File: src/inc/sysinfo_map.vh
// address map, field positions, reset values and timing counts of the system info register bank
`ifndef SYSINFO_MAP_VH
`define SYSINFO_MAP_VH

`define ADDR_DEVICE_KIND_CODE 16'hEA60
`define ADDR_BOARD_REVISION 16'hEA62
`define ADDR_MAIN_CODE_REVISION 16'hEA64
`define ADDR_LOADER_REVISION 16'hEA66
`define ADDR_RADIO_CODE_REVISION 16'hEA68
`define ADDR_OPTION_PRESENCE_MASK 16'hEA6A
`define ADDR_WIRED_STATION_ADDR 16'hEA74
`define ADDR_RADIO_STATION_ADDR 16'hEA78
`define ADDR_UNIT_SERIAL 16'hEA7C
`define ADDR_UNIT_LABEL 16'hEC54
`define ADDR_FAST_TICK_COUNTER 16'hF050
`define ADDR_SLOW_TICK_COUNTER 16'hF052
`define ADDR_STALL_DELAY_US 16'hF096
`define ADDR_RESTART_REQUEST 16'hF22E

`define OPT_HIRES_BIT 0
`define OPT_RADIO_BIT 1
`define OPT_CALENDAR_BIT 2

`define LABEL_CHARS 49
`define LABEL_WORDS 13
`define LABEL_BITS 392

`define RESTART_KEY_WIDTH 16
`define STALL_MAX_US 32'h000186A0
`define STALL_RESET 32'h00000000

`define CLK_HZ 200000000
`define MICROSECOND_NS 1000
`define CLK_PERIOD_NS 5
`define CYCLES_PER_US (`MICROSECOND_NS / `CLK_PERIOD_NS)
`define SLOW_TICK_HZ 20
`define CYCLES_PER_SLOW_TICK (`CLK_HZ / `SLOW_TICK_HZ)
`define RESTART_UNIT_MS 50
`define CYCLES_PER_RESTART_UNIT (`CLK_HZ / 1000 * `RESTART_UNIT_MS)

`endif

File: src/core/sysinfo_regs.v
// system info register bank: identity, revisions, label, tick counters, restart and stall
`timescale 1ns/10ps
`include "sysinfo_map.vh"
module sysinfo_regs #(
	parameter [31:0] DEVICE_KIND = 32'h3F800000,
	parameter [31:0] BOARD_REV = 32'h3F800000,
	parameter [31:0] MAIN_CODE_REV = 32'h3F800000,
	parameter [31:0] LOADER_REV = 32'h3F800000,
	parameter [31:0] RADIO_CODE_REV = 32'h00000000,
	parameter [63:0] WIRED_ADDR = 64'h0000001122334455,
	parameter [63:0] RADIO_ADDR = 64'h0000001122334466,
	parameter [31:0] SERIAL = 32'h00000001,
	// arbitrary neutral unlock key
	parameter [15:0] RESTART_KEY = 16'hA55A,
	parameter SLOW_TICK_CYCLES = `CYCLES_PER_SLOW_TICK,
	parameter RESTART_UNIT_CYCLES = `CYCLES_PER_RESTART_UNIT,
	parameter US_CYCLES = `CYCLES_PER_US
) (
	input wire clk,
	input wire reset_n,
	input wire req,
	input wire req_write,
	input wire [15:0] req_addr,
	input wire [31:0] req_wdata,
	output wire req_ready,
	output reg rsp_valid,
	output reg [31:0] rsp_rdata,
	output reg rsp_error,
	input wire option_hires,
	input wire option_radio,
	input wire option_calendar,
	output reg restart,
	output reg [`LABEL_BITS-1:0] announced_label
);
	// one-hot access states
	localparam [1:0] ST_IDLE = 2'b01;
	localparam [1:0] ST_STALL = 2'b10;

	reg rst_meta;
	reg rst_n;
	reg [1:0] state;
	reg [31:0] fast_tick;
	reg fast_phase;
	reg [31:0] slow_tick;
	reg [31:0] stall_value;
	reg [16:0] us_left;
	reg restart_pending;
	reg [15:0] restart_left;
	reg [31:0] label_mem [0:`LABEL_WORDS-1];
	reg [31:0] next_rdata;
	reg next_error;
	reg label_hit;
	reg [15:0] label_off;
	reg [3:0] label_idx;
	wire slow_pulse;
	wire unit_pulse;
	wire us_pulse;
	wire take;
	integer i;

	// reset is released through two flops
	always @(posedge clk or negedge reset_n)
	begin
		if (!reset_n)
		begin
			rst_meta <= 1'b0;
			rst_n <= 1'b0;
		end
		else
		begin
			rst_meta <= 1'b1;
			rst_n <= rst_meta;
		end
	end

	// pacing for the slow tick, the restart unit and the stall microsecond
	tick_divider #(.WIDTH(24), .DIVIDE(SLOW_TICK_CYCLES)) u_slow (
		.clk(clk),
		.rst_n(rst_n),
		.run(1'b1),
		.tick(slow_pulse)
	);

	tick_divider #(.WIDTH(24), .DIVIDE(RESTART_UNIT_CYCLES)) u_unit (
		.clk(clk),
		.rst_n(rst_n),
		.run(restart_pending),
		.tick(unit_pulse)
	);

	tick_divider #(.WIDTH(8), .DIVIDE(US_CYCLES)) u_us (
		.clk(clk),
		.rst_n(rst_n),
		.run(state == ST_STALL),
		.tick(us_pulse)
	);

	// nothing is taken while a stall holds the bank
	assign req_ready = (state == ST_IDLE);
	assign take = req && req_ready;

	// free-running tick counters
	always @(posedge clk or negedge rst_n)
	begin
		if (!rst_n)
		begin
			fast_tick <= 32'h00000000;
			fast_phase <= 1'b0;
			slow_tick <= 32'h00000000;
		end
		else
		begin
			fast_phase <= ~fast_phase;
			if (fast_phase)
				fast_tick <= fast_tick + 32'h00000001;
			if (slow_pulse)
				slow_tick <= slow_tick + 32'h00000001;
		end
	end

	// label window: 13 words at even addresses
	always @*
	begin
		label_off = req_addr - `ADDR_UNIT_LABEL;
		label_hit = (req_addr >= `ADDR_UNIT_LABEL) && !label_off[0]
			&& (label_off[15:1] < `LABEL_WORDS);
		label_idx = label_off[4:1];
	end

	// read data and error decode
	always @*
	begin
		next_rdata = 32'h00000000;
		next_error = 1'b0;
		if (label_hit)
			next_rdata = label_mem[label_idx];
		else
		begin
			case (req_addr)
			`ADDR_DEVICE_KIND_CODE: next_rdata = DEVICE_KIND;
			`ADDR_BOARD_REVISION: next_rdata = BOARD_REV;
			`ADDR_MAIN_CODE_REVISION: next_rdata = MAIN_CODE_REV;
			`ADDR_LOADER_REVISION: next_rdata = LOADER_REV;
			`ADDR_RADIO_CODE_REVISION: next_rdata = option_radio ? RADIO_CODE_REV : 32'h00000000;
			`ADDR_OPTION_PRESENCE_MASK:
			begin
				next_rdata[`OPT_HIRES_BIT] = option_hires;
				next_rdata[`OPT_RADIO_BIT] = option_radio;
				next_rdata[`OPT_CALENDAR_BIT] = option_calendar;
			end
			`ADDR_WIRED_STATION_ADDR: next_rdata = WIRED_ADDR[63:32];
			`ADDR_WIRED_STATION_ADDR + 16'h0002: next_rdata = WIRED_ADDR[31:0];
			`ADDR_RADIO_STATION_ADDR: next_rdata = RADIO_ADDR[63:32];
			`ADDR_RADIO_STATION_ADDR + 16'h0002: next_rdata = RADIO_ADDR[31:0];
			`ADDR_UNIT_SERIAL: next_rdata = SERIAL;
			`ADDR_FAST_TICK_COUNTER: next_rdata = fast_tick;
			`ADDR_SLOW_TICK_COUNTER: next_rdata = slow_tick;
			`ADDR_STALL_DELAY_US: next_rdata = stall_value;
			default: next_error = 1'b1;
			endcase
			// only the stall and restart registers accept writes here
			if (req_write && req_addr != `ADDR_STALL_DELAY_US
				&& req_addr != `ADDR_RESTART_REQUEST)
				next_error = 1'b1;
			if (!req_write && req_addr == `ADDR_RESTART_REQUEST)
				next_error = 1'b1;
			if (req_write && req_addr == `ADDR_RESTART_REQUEST)
				next_error = 1'b0;
		end
	end

	// register access, stall sequencing and restart countdown
	always @(posedge clk or negedge rst_n)
	begin
		if (!rst_n)
		begin
			state <= ST_IDLE;
			rsp_valid <= 1'b0;
			rsp_rdata <= 32'h00000000;
			rsp_error <= 1'b0;
			stall_value <= `STALL_RESET;
			us_left <= 17'h00000;
			restart_pending <= 1'b0;
			restart_left <= 16'h0000;
			restart <= 1'b0;
			for (i = 0; i < `LABEL_WORDS; i = i + 1)
				label_mem[i] <= 32'h00000000;
		end
		else
		begin
			rsp_valid <= 1'b0;
			restart <= 1'b0;
			case (state)
			// one access accepted per cycle while idle
			ST_IDLE:
			begin
				if (take)
				begin
					rsp_rdata <= req_write ? 32'h00000000 : next_rdata;
					rsp_error <= next_error;
					rsp_valid <= 1'b1;
					if (req_write && label_hit)
					begin
						// the 13th word holds only the 49th character
						if (label_idx == `LABEL_WORDS - 1)
							label_mem[label_idx] <= {req_wdata[31:24], 24'h000000};
						else
							label_mem[label_idx] <= req_wdata;
					end
					if (req_write && req_addr == `ADDR_STALL_DELAY_US)
					begin
						if (req_wdata > `STALL_MAX_US)
							rsp_error <= 1'b1;
						else
						begin
							stall_value <= req_wdata;
							if (req_wdata != 32'h00000000)
							begin
								rsp_valid <= 1'b0;
								us_left <= req_wdata[16:0];
								state <= ST_STALL;
							end
						end
					end
					if (req_write && req_addr == `ADDR_RESTART_REQUEST
						&& req_wdata[31:16] == RESTART_KEY)
					begin
						if (req_wdata[15:0] == 16'h0000)
						begin
							restart <= 1'b1;
							restart_pending <= 1'b0;
						end
						else
						begin
							restart_pending <= 1'b1;
							restart_left <= req_wdata[15:0];
						end
					end
				end
			end
			// stall counts down one microsecond at a time
			ST_STALL:
			begin
				if (us_pulse)
				begin
					us_left <= us_left - 17'h00001;
					if (us_left == 17'h00001)
					begin
						rsp_valid <= 1'b1;
						rsp_rdata <= 32'h00000000;
						rsp_error <= 1'b0;
						state <= ST_IDLE;
					end
				end
			end
			default: state <= ST_IDLE;
			endcase
			// restart countdown in delay units
			if (restart_pending && unit_pulse)
			begin
				restart_left <= restart_left - 16'h0001;
				if (restart_left == 16'h0001)
				begin
					restart <= 1'b1;
					restart_pending <= 1'b0;
				end
			end
		end
	end

	// the announced name follows the label only across a restart
	always @(posedge clk or negedge rst_n)
	begin
		if (!rst_n)
			announced_label <= {`LABEL_BITS{1'b0}};
		else if (restart)
		begin
			for (i = 0; i < `LABEL_WORDS - 1; i = i + 1)
				announced_label[`LABEL_BITS-1-32*i -: 32] <= label_mem[i];
			announced_label[7:0] <= label_mem[`LABEL_WORDS-1][31:24];
		end
	end
endmodule // sysinfo_regs

File: src/core/tick_divider.v
// periodic tick generator counting core clock cycles while enabled
`timescale 1ns/10ps
module tick_divider #(
	parameter WIDTH = 24,
	parameter DIVIDE = 200
) (
	input wire clk,
	input wire rst_n,
	input wire run,
	output reg tick
);
	localparam integer LAST_INT = DIVIDE - 1;
	localparam [WIDTH-1:0] LAST = LAST_INT[WIDTH-1:0];
	reg [WIDTH-1:0] count;

	// count restarts from zero whenever run drops, so each period starts cleanly
	always @(posedge clk or negedge rst_n)
	begin
		if (!rst_n)
		begin
			count <= {WIDTH{1'b0}};
			tick <= 1'b0;
		end
		else if (!run)
		begin
			count <= {WIDTH{1'b0}};
			tick <= 1'b0;
		end
		else if (count == LAST)
		begin
			count <= {WIDTH{1'b0}};
			tick <= 1'b1;
		end
		else
		begin
			count <= count + {{(WIDTH-1){1'b0}}, 1'b1};
			tick <= 1'b0;
		end
	end
endmodule // tick_divider

File: config.mk
export PLATFORM = sky130hd
export DESIGN_NAME = sysinfo_regs
export DESIGN_NICKNAME = d
export VERILOG_FILES = /design/src/core/sysinfo_regs.v /design/src/core/tick_divider.v
export VERILOG_INCLUDE_DIRS = /design/src /design/src/inc
export SDC_FILE = /design/constraint.sdc
export NUM_CORES = 2
export LEC_CHECK = 0
export BUFFER_PORTS_ARGS = -buffer_cell sky130_fd_sc_hd__buf_2
export CAP_MARGIN = 20
export CORE_ASPECT_RATIO = 0.8
export CORE_MARGIN = 3
export CORE_UTILIZATION = 61
export CTS_BUF_LIST = sky130_fd_sc_hd__clkbuf_8
export CTS_CLUSTER_DIAMETER = 80
export CTS_CLUSTER_SIZE = 25
export DETAILED_ROUTE_END_ITERATION = 8
export GPL_TIMING_DRIVEN = 0
export PLACE_DENSITY = 0.88
export SLEW_MARGIN = 20
export SYNTH_ARGS = -nofsm -noshare
export SYNTH_HDL_FRONTEND = slang
export SYNTH_HIERARCHICAL = 1
export SYNTH_SLANG_ARGS = --single-unit
File: constraint.sdc
create_clock -name clk -period 41.1 [get_ports clk]
set_input_delay 6.165 -clock clk [delete_from_list [all_inputs] [get_ports clk]]
set_output_delay 6.165 -clock clk [all_outputs]
set_load 0.02 [all_outputs]
# After elaboration in Yosys (flattened, before gate mapping)
# Index checks and enable logic that the tools add are counted.
# Widths: inputs -> output; s select.
[totals] reg_bits=1037 in_bits=55 out_inout_bits=428 wordCells=187
[op_classes] n_addsub=8 n_lt_le_gt_ge=5 eq_ne=33 n_mux=74 bitwise=3 n_reduce_logical=30
[op_table] cell="$bwmux 416" n=2
[op_table] cell="$mux 416" n=1
[op_table] cell="$eq 16x16->1 const B" n=16
[op_table] cell="$mux 32" n=8
[op_table] cell="$pmux 29 s7" n=1
[op_table] cell="$bmux 32 s4" n=1
[op_table] cell="$demux 32 s4" n=1
[op_table] cell="$mux 17" n=5
[op_table] cell="$mux 16" n=5
[op_table] cell="$mux 24" n=3
[op_table] cell="$add 32x1->32 const B" n=2
[op_table] cell="$pmux 32 s2" n=1
[op_table] cell="$add 24x1->24 const B" n=2
[op_table] cell="$eq 24x24->1 const B" n=2
[op_table] cell="$pmux 17 s2" n=1
[op_table] cell="$mux 1" n=33
[op_table] cell="$gt 32x17->1 const B" n=1
[op_table] cell="$ne 16x16->1 const B" n=2
[op_table] cell="$reduce_bool 32->1" n=1
[op_table] cell="$pmux 3 s7" n=1
[op_table] cell="$eq 17x1->1 const B" n=1
[op_table] cell="$sub 17x1->17 const B" n=1
[op_table] cell="$eq 16x1->1 const B" n=1
[op_table] cell="$ge 16x16->1 const B" n=1
[op_table] cell="other kinds (29)" n=60

# Depth between registers and ports, before layout
[logic_depth] depth_word=11 ltp_mapped=14 depth_no_buf=9

# Modules after synthesis
# The synthesis kept the hierarchy.
[modules_own_cells] module="sysinfo_regs" instances=1 cells_per_inst=3251 area_per_inst_um2=41836.4 seq_area_each_um2=24474.7
[modules_own_cells] module="tick_divider (u_slow ...)" instances=2 cells_per_inst=131 area_per_inst_um2=1275.0 seq_area_each_um2=625.6
[modules_own_cells] module="tick_divider (u_us)" instances=1 cells_per_inst=41 area_per_inst_um2=432.9 seq_area_each_um2=225.2

# Least setup slack after synthesis
# Ideal clock, no wire load.
[synth_path] kind="input-to-reg" startpoint="in req_addr[2]" endpoint="reg with a tool-made name" arrival_time_ps=8720 required_time_ps=40975 slack_ps=32255 path_stages=11 cell_sequence="clkbuf_1 inv_1 ha_1 clkbuf_1 nand3b_1 a211o_1 a21oi_1 buf_2 nand4_1 clkbuf_1 mux2_2"
[synth_lines] element="start, declared" line="sysinfo_regs.v:23" text="input wire [15:0] req_addr,"

==> flow_summary.json <==
{
  "placed_cell_area_mm2": 0.04891,
  "clk_root_buffer_cell": "clkbuf_8",
  "fp.dieH_um": 248.4,
  "synth_edf_count": 0,
  "final_max_slew_viol_count": 0,
  "path_class": "input port to flip-flop",
  "worstMarginPinSlew_ns": 1.251,
  "swShare_pct": 24.84,
  "vias": 34090,
  "yosysSeqAreaShare_pct": 57.90,
  "crit_family": "buffers and inverters",
  "slew_headroom_pct": 16.61,
  "p_int_mw": 1.156,
  "cts_tree": "done",
  "dp_slack_ns": 29.55,
  "hold_buffers": 0,
  "io_buffer_count": 474,
  "cts_made_buffers": 48,
  "seq_power_share_pct": 66.5,
  "fmaxAchievable_mhz": 89.16,
  "grt_first_pass_wirelength_mm": 220.8,
  "cp_num_buf_inv": 7,
  "die_area_mm2": 0.07678,
  "clkPwrFrac_pct": 28.0,
  "synth.distinct_cells": 79,
  "critical_path_required_ns": 41.74,
  "synthArstFlopShare_pct": 100.0,
  "status": "finished clean",
  "timing.final.hold_violations": 0,
  "max-cap-violations": 0,
  "cp.arrival_ns": 11.86,
  "worst_path_max_delay_cell": "nand4_1",
  "grt-ovfl-total": 0,
  "cp_cell_sequence": "buf_2 -> clkbuf_1 -> inv_1 -> ha_1 -> clkbuf_1 -> xor2_1 -> clkbuf_1 -> clkbuf_1 -> nand4_1 -> clkbuf_1 -> mux2_2",
  "core_area_mm2": 0.07245,
  "multi_input_area_mm2": 0.01788,
  "synth_area_leaders": "dfrtp_1 58%, mux2_2 15%, mux4_2 4.8%, nand2_1 3.4%, o21ai_0 2.9%",
  "grt_start_max_net_pins": 60,
  "grt_pass1_vias": 32990,
  "fin_util_pct": 68.64,
  "critPathMostFrequentCell": "clkbuf_1",
  "firstDrtPassIters": 8,
  "p_per_area_mw_per_mm2": 30.93,
  "startpoint_type": "input port",
  "drive_gt1_share_pct": 31.20,
  "combPwrFrac_pct": 5.6,
  "stdcell_area_mm2": 0.04973,
  "setup_viol": 0,
  "grtUsageTotal_pct": 39.10,
  "cpPeakStageDelay_ns": 0.98,
  "floorplan.initialDensity_pct": 61.86,
  "antenna_found_initial": 9,
  "synthCells": 3554,
  "avgSynthCellArea_um2": 12.61,
  "num_rows": 88,
  "cts-resized-gates": 0,
  "postRouteAntennaNets": 0,
  "route.detailed.drc": 0,
  "htreeDepth": 2,
  "p_sw_mw": 0.3821,
  "wire_per_inst_um": 29.66,
  "synth_top_area_share_pct": 57.84,
  "ir_drop_v": 0.00002623,
  "routabilityCongestion": 0.9915,
  "p_leak_nw": 24.84,
  "io-pin-count": 483,
  "fillCellCount": 4998,
  "clk_pin_slew_ns": 0.15,
  "seq_area_mm2": 0.02595,
  "synth_warnings": 6,
  "clk_path_buf_depth": 3,
  "chipWidth_um": 309.1,
  "hold_class": "flip-flop to flip-flop",
  "nNetsFinal": 4172,
  "rsz0062_at_grt": "false",
  "synthFlopType": "dfrtp_1",
  "finalCritPeriodShare_pct": 27.29,
  "cts.sinks": 1037,
  "setup.worst_path.end_class": "flip-flop",
  "viasPerCell": 6.729,
  "path_max_fanout": 10,
  "drt_iter0_markers": 5079,
  "dpl.hpwl_mm": 113.5,
  "area_growth_pct": 10.96,
  "fin_ws_ns": 29.88,
  "syn_area_mm2": 0.04482,
  "clock_latency_ns": 0.75,
  "cts_setup_buffers": 0,
  "fin_crit_ns": 11.22,
  "ys_seq_elements": 1037,
  "skew_ns": 0.03978,
  "synth_area_leader_cell": "dfrtp_1",
  "drt_wl_total_mm": 150.3,
  "power.total_mw": 1.538
}
stage by stage:
step | std cells | hold slack (ns) | TNS [ns]
after detailed placement | 4995 | 0.3428 | 0
after floorplan | 3556 | 0.3312 | 0
after global placement | 4975 | 0.3385 | -598.40
after global routing | 5062 | 0.3385 | 0
final | 5067 | 0.3313 | 0
after CTS | 5059 | 0.3404 | 0
synthesized netlist by cell type (12+ instances only):
library cell,n
dfrtp_1,1036
mux2_2,578
nand2_1,407
o21ai_0,263
clkbuf_1,193
nor2_1,126
mux4_2,96
xnor2_1,63
and3_1,62
nand3_1,54
a21oi_1,42
a31oi_1,41
nand4_1,37
mux2i_1,36
a211oi_1,35
nor3_1,34
xor2_1,34
o2bb2ai_1,32
inv_1,31
nor2b_1,27
a221oi_1,26
and2_1,26
nor4_1,26
or3_1,22
buf_2,18
buf_1,17
ha_1,16
nand3b_1,12
o21bai_1,12
placed cells by master (no fill, tap or decap), types with 26 or more instances in the layout:
cell type and count:
a211oi_1 35, a21oi_1 42, a221oi_1 26, a31oi_1 41
and2_1 26, and3_1 62, buf_2 495, clkbuf_1 188
clkbuf_8 48, dfrtp_1 1035, inv_1 40, mux2_2 578
mux2i_1 36, mux4_2 96, nand2_1 407, nand3_1 54
nand4_1 37, nor2_1 126, nor2b_1 27, nor3_1 34
nor4_1 26, o21ai_0 263, o2bb2ai_1 32, xnor2_1 63
xor2_1 34
final timing paths:
path | from | end | slack (ns) | depth (start not counted)
setup / recovery | req_addr[2] | flip-flop | 29.88 | 11
hold / removal | rst_meta | rst_n | 0.33 | 0
setup reg to reg | state[0] | restart_left[3] | 37.19 | 9
hold reg to reg | rst_meta | rst_n | 0.33 | 0
max in group asynchronous | reset_n | rst_meta | 35.80 | 1
min in group asynchronous | rst_n | announced_label[278] | 0.39 | 0
power groups by stage:
| stage | clock network, mW | registers, mW | logic, mW |
|---|---|---|---|
| finish | 0.430 | 1.02 | 0.0861 |
| CTS | 0.427 | 1.02 | 0.0835 |
| floorplan | 0 | 1.06 | 0.0273 |
| global placement | 0 | 1.06 | 0.0569 |
| detailed placement | 0 | 1.04 | 0.0833 |
| global route | 0.461 | 1.02 | 0.0899 |
metal layers:
metal | vias to the layer above | wire length [um] | part of all wire, % | global-route usage, %
met5 | - | 104 | 0.069 | 0
met4 | 12 | 10860 | 7.2 | 22.64
met3 | 514 | 22270 | 15 | 15.98
met2 | 2535 | 63020 | 42 | 54.40
met1 | 17210 | 54050 | 36 | 51.89
li1 | 13820 | - | - | -
cell families (layout without fill, tap and decap cells):
family / after synthesis / count (layout) / synth area share (%)
flops: 1037 / 1037 / 57.90
xor+xnor: 97 / 97 / 1.896
buf+inv: 259 / 818 / 2.219
compound gates: 526 / 526 / 7.359
fa+ha+maj: 16 / 16 / 0.4467
simple gates: 908 / 908 / 10.02
other cells: 1 / 10 / 0.008367
mux: 710 / 710 / 20.15
layout make-up:
class / count / share of cell area (%)
inverters: 31 / 0.2340
repair buffers: 495 / 5.839
clock inverters: 16 / 0.2541
diodes: 7 / 0.03522
flip-flops and latches: 1037 / 52.19
well taps: 945 / 2.377
multi-input cells: 2260 / 35.95
clock buffers: 48 / 1.328
plain buffers: 228 / 1.789
Note: power is estimated with default switching activity, not from simulation.
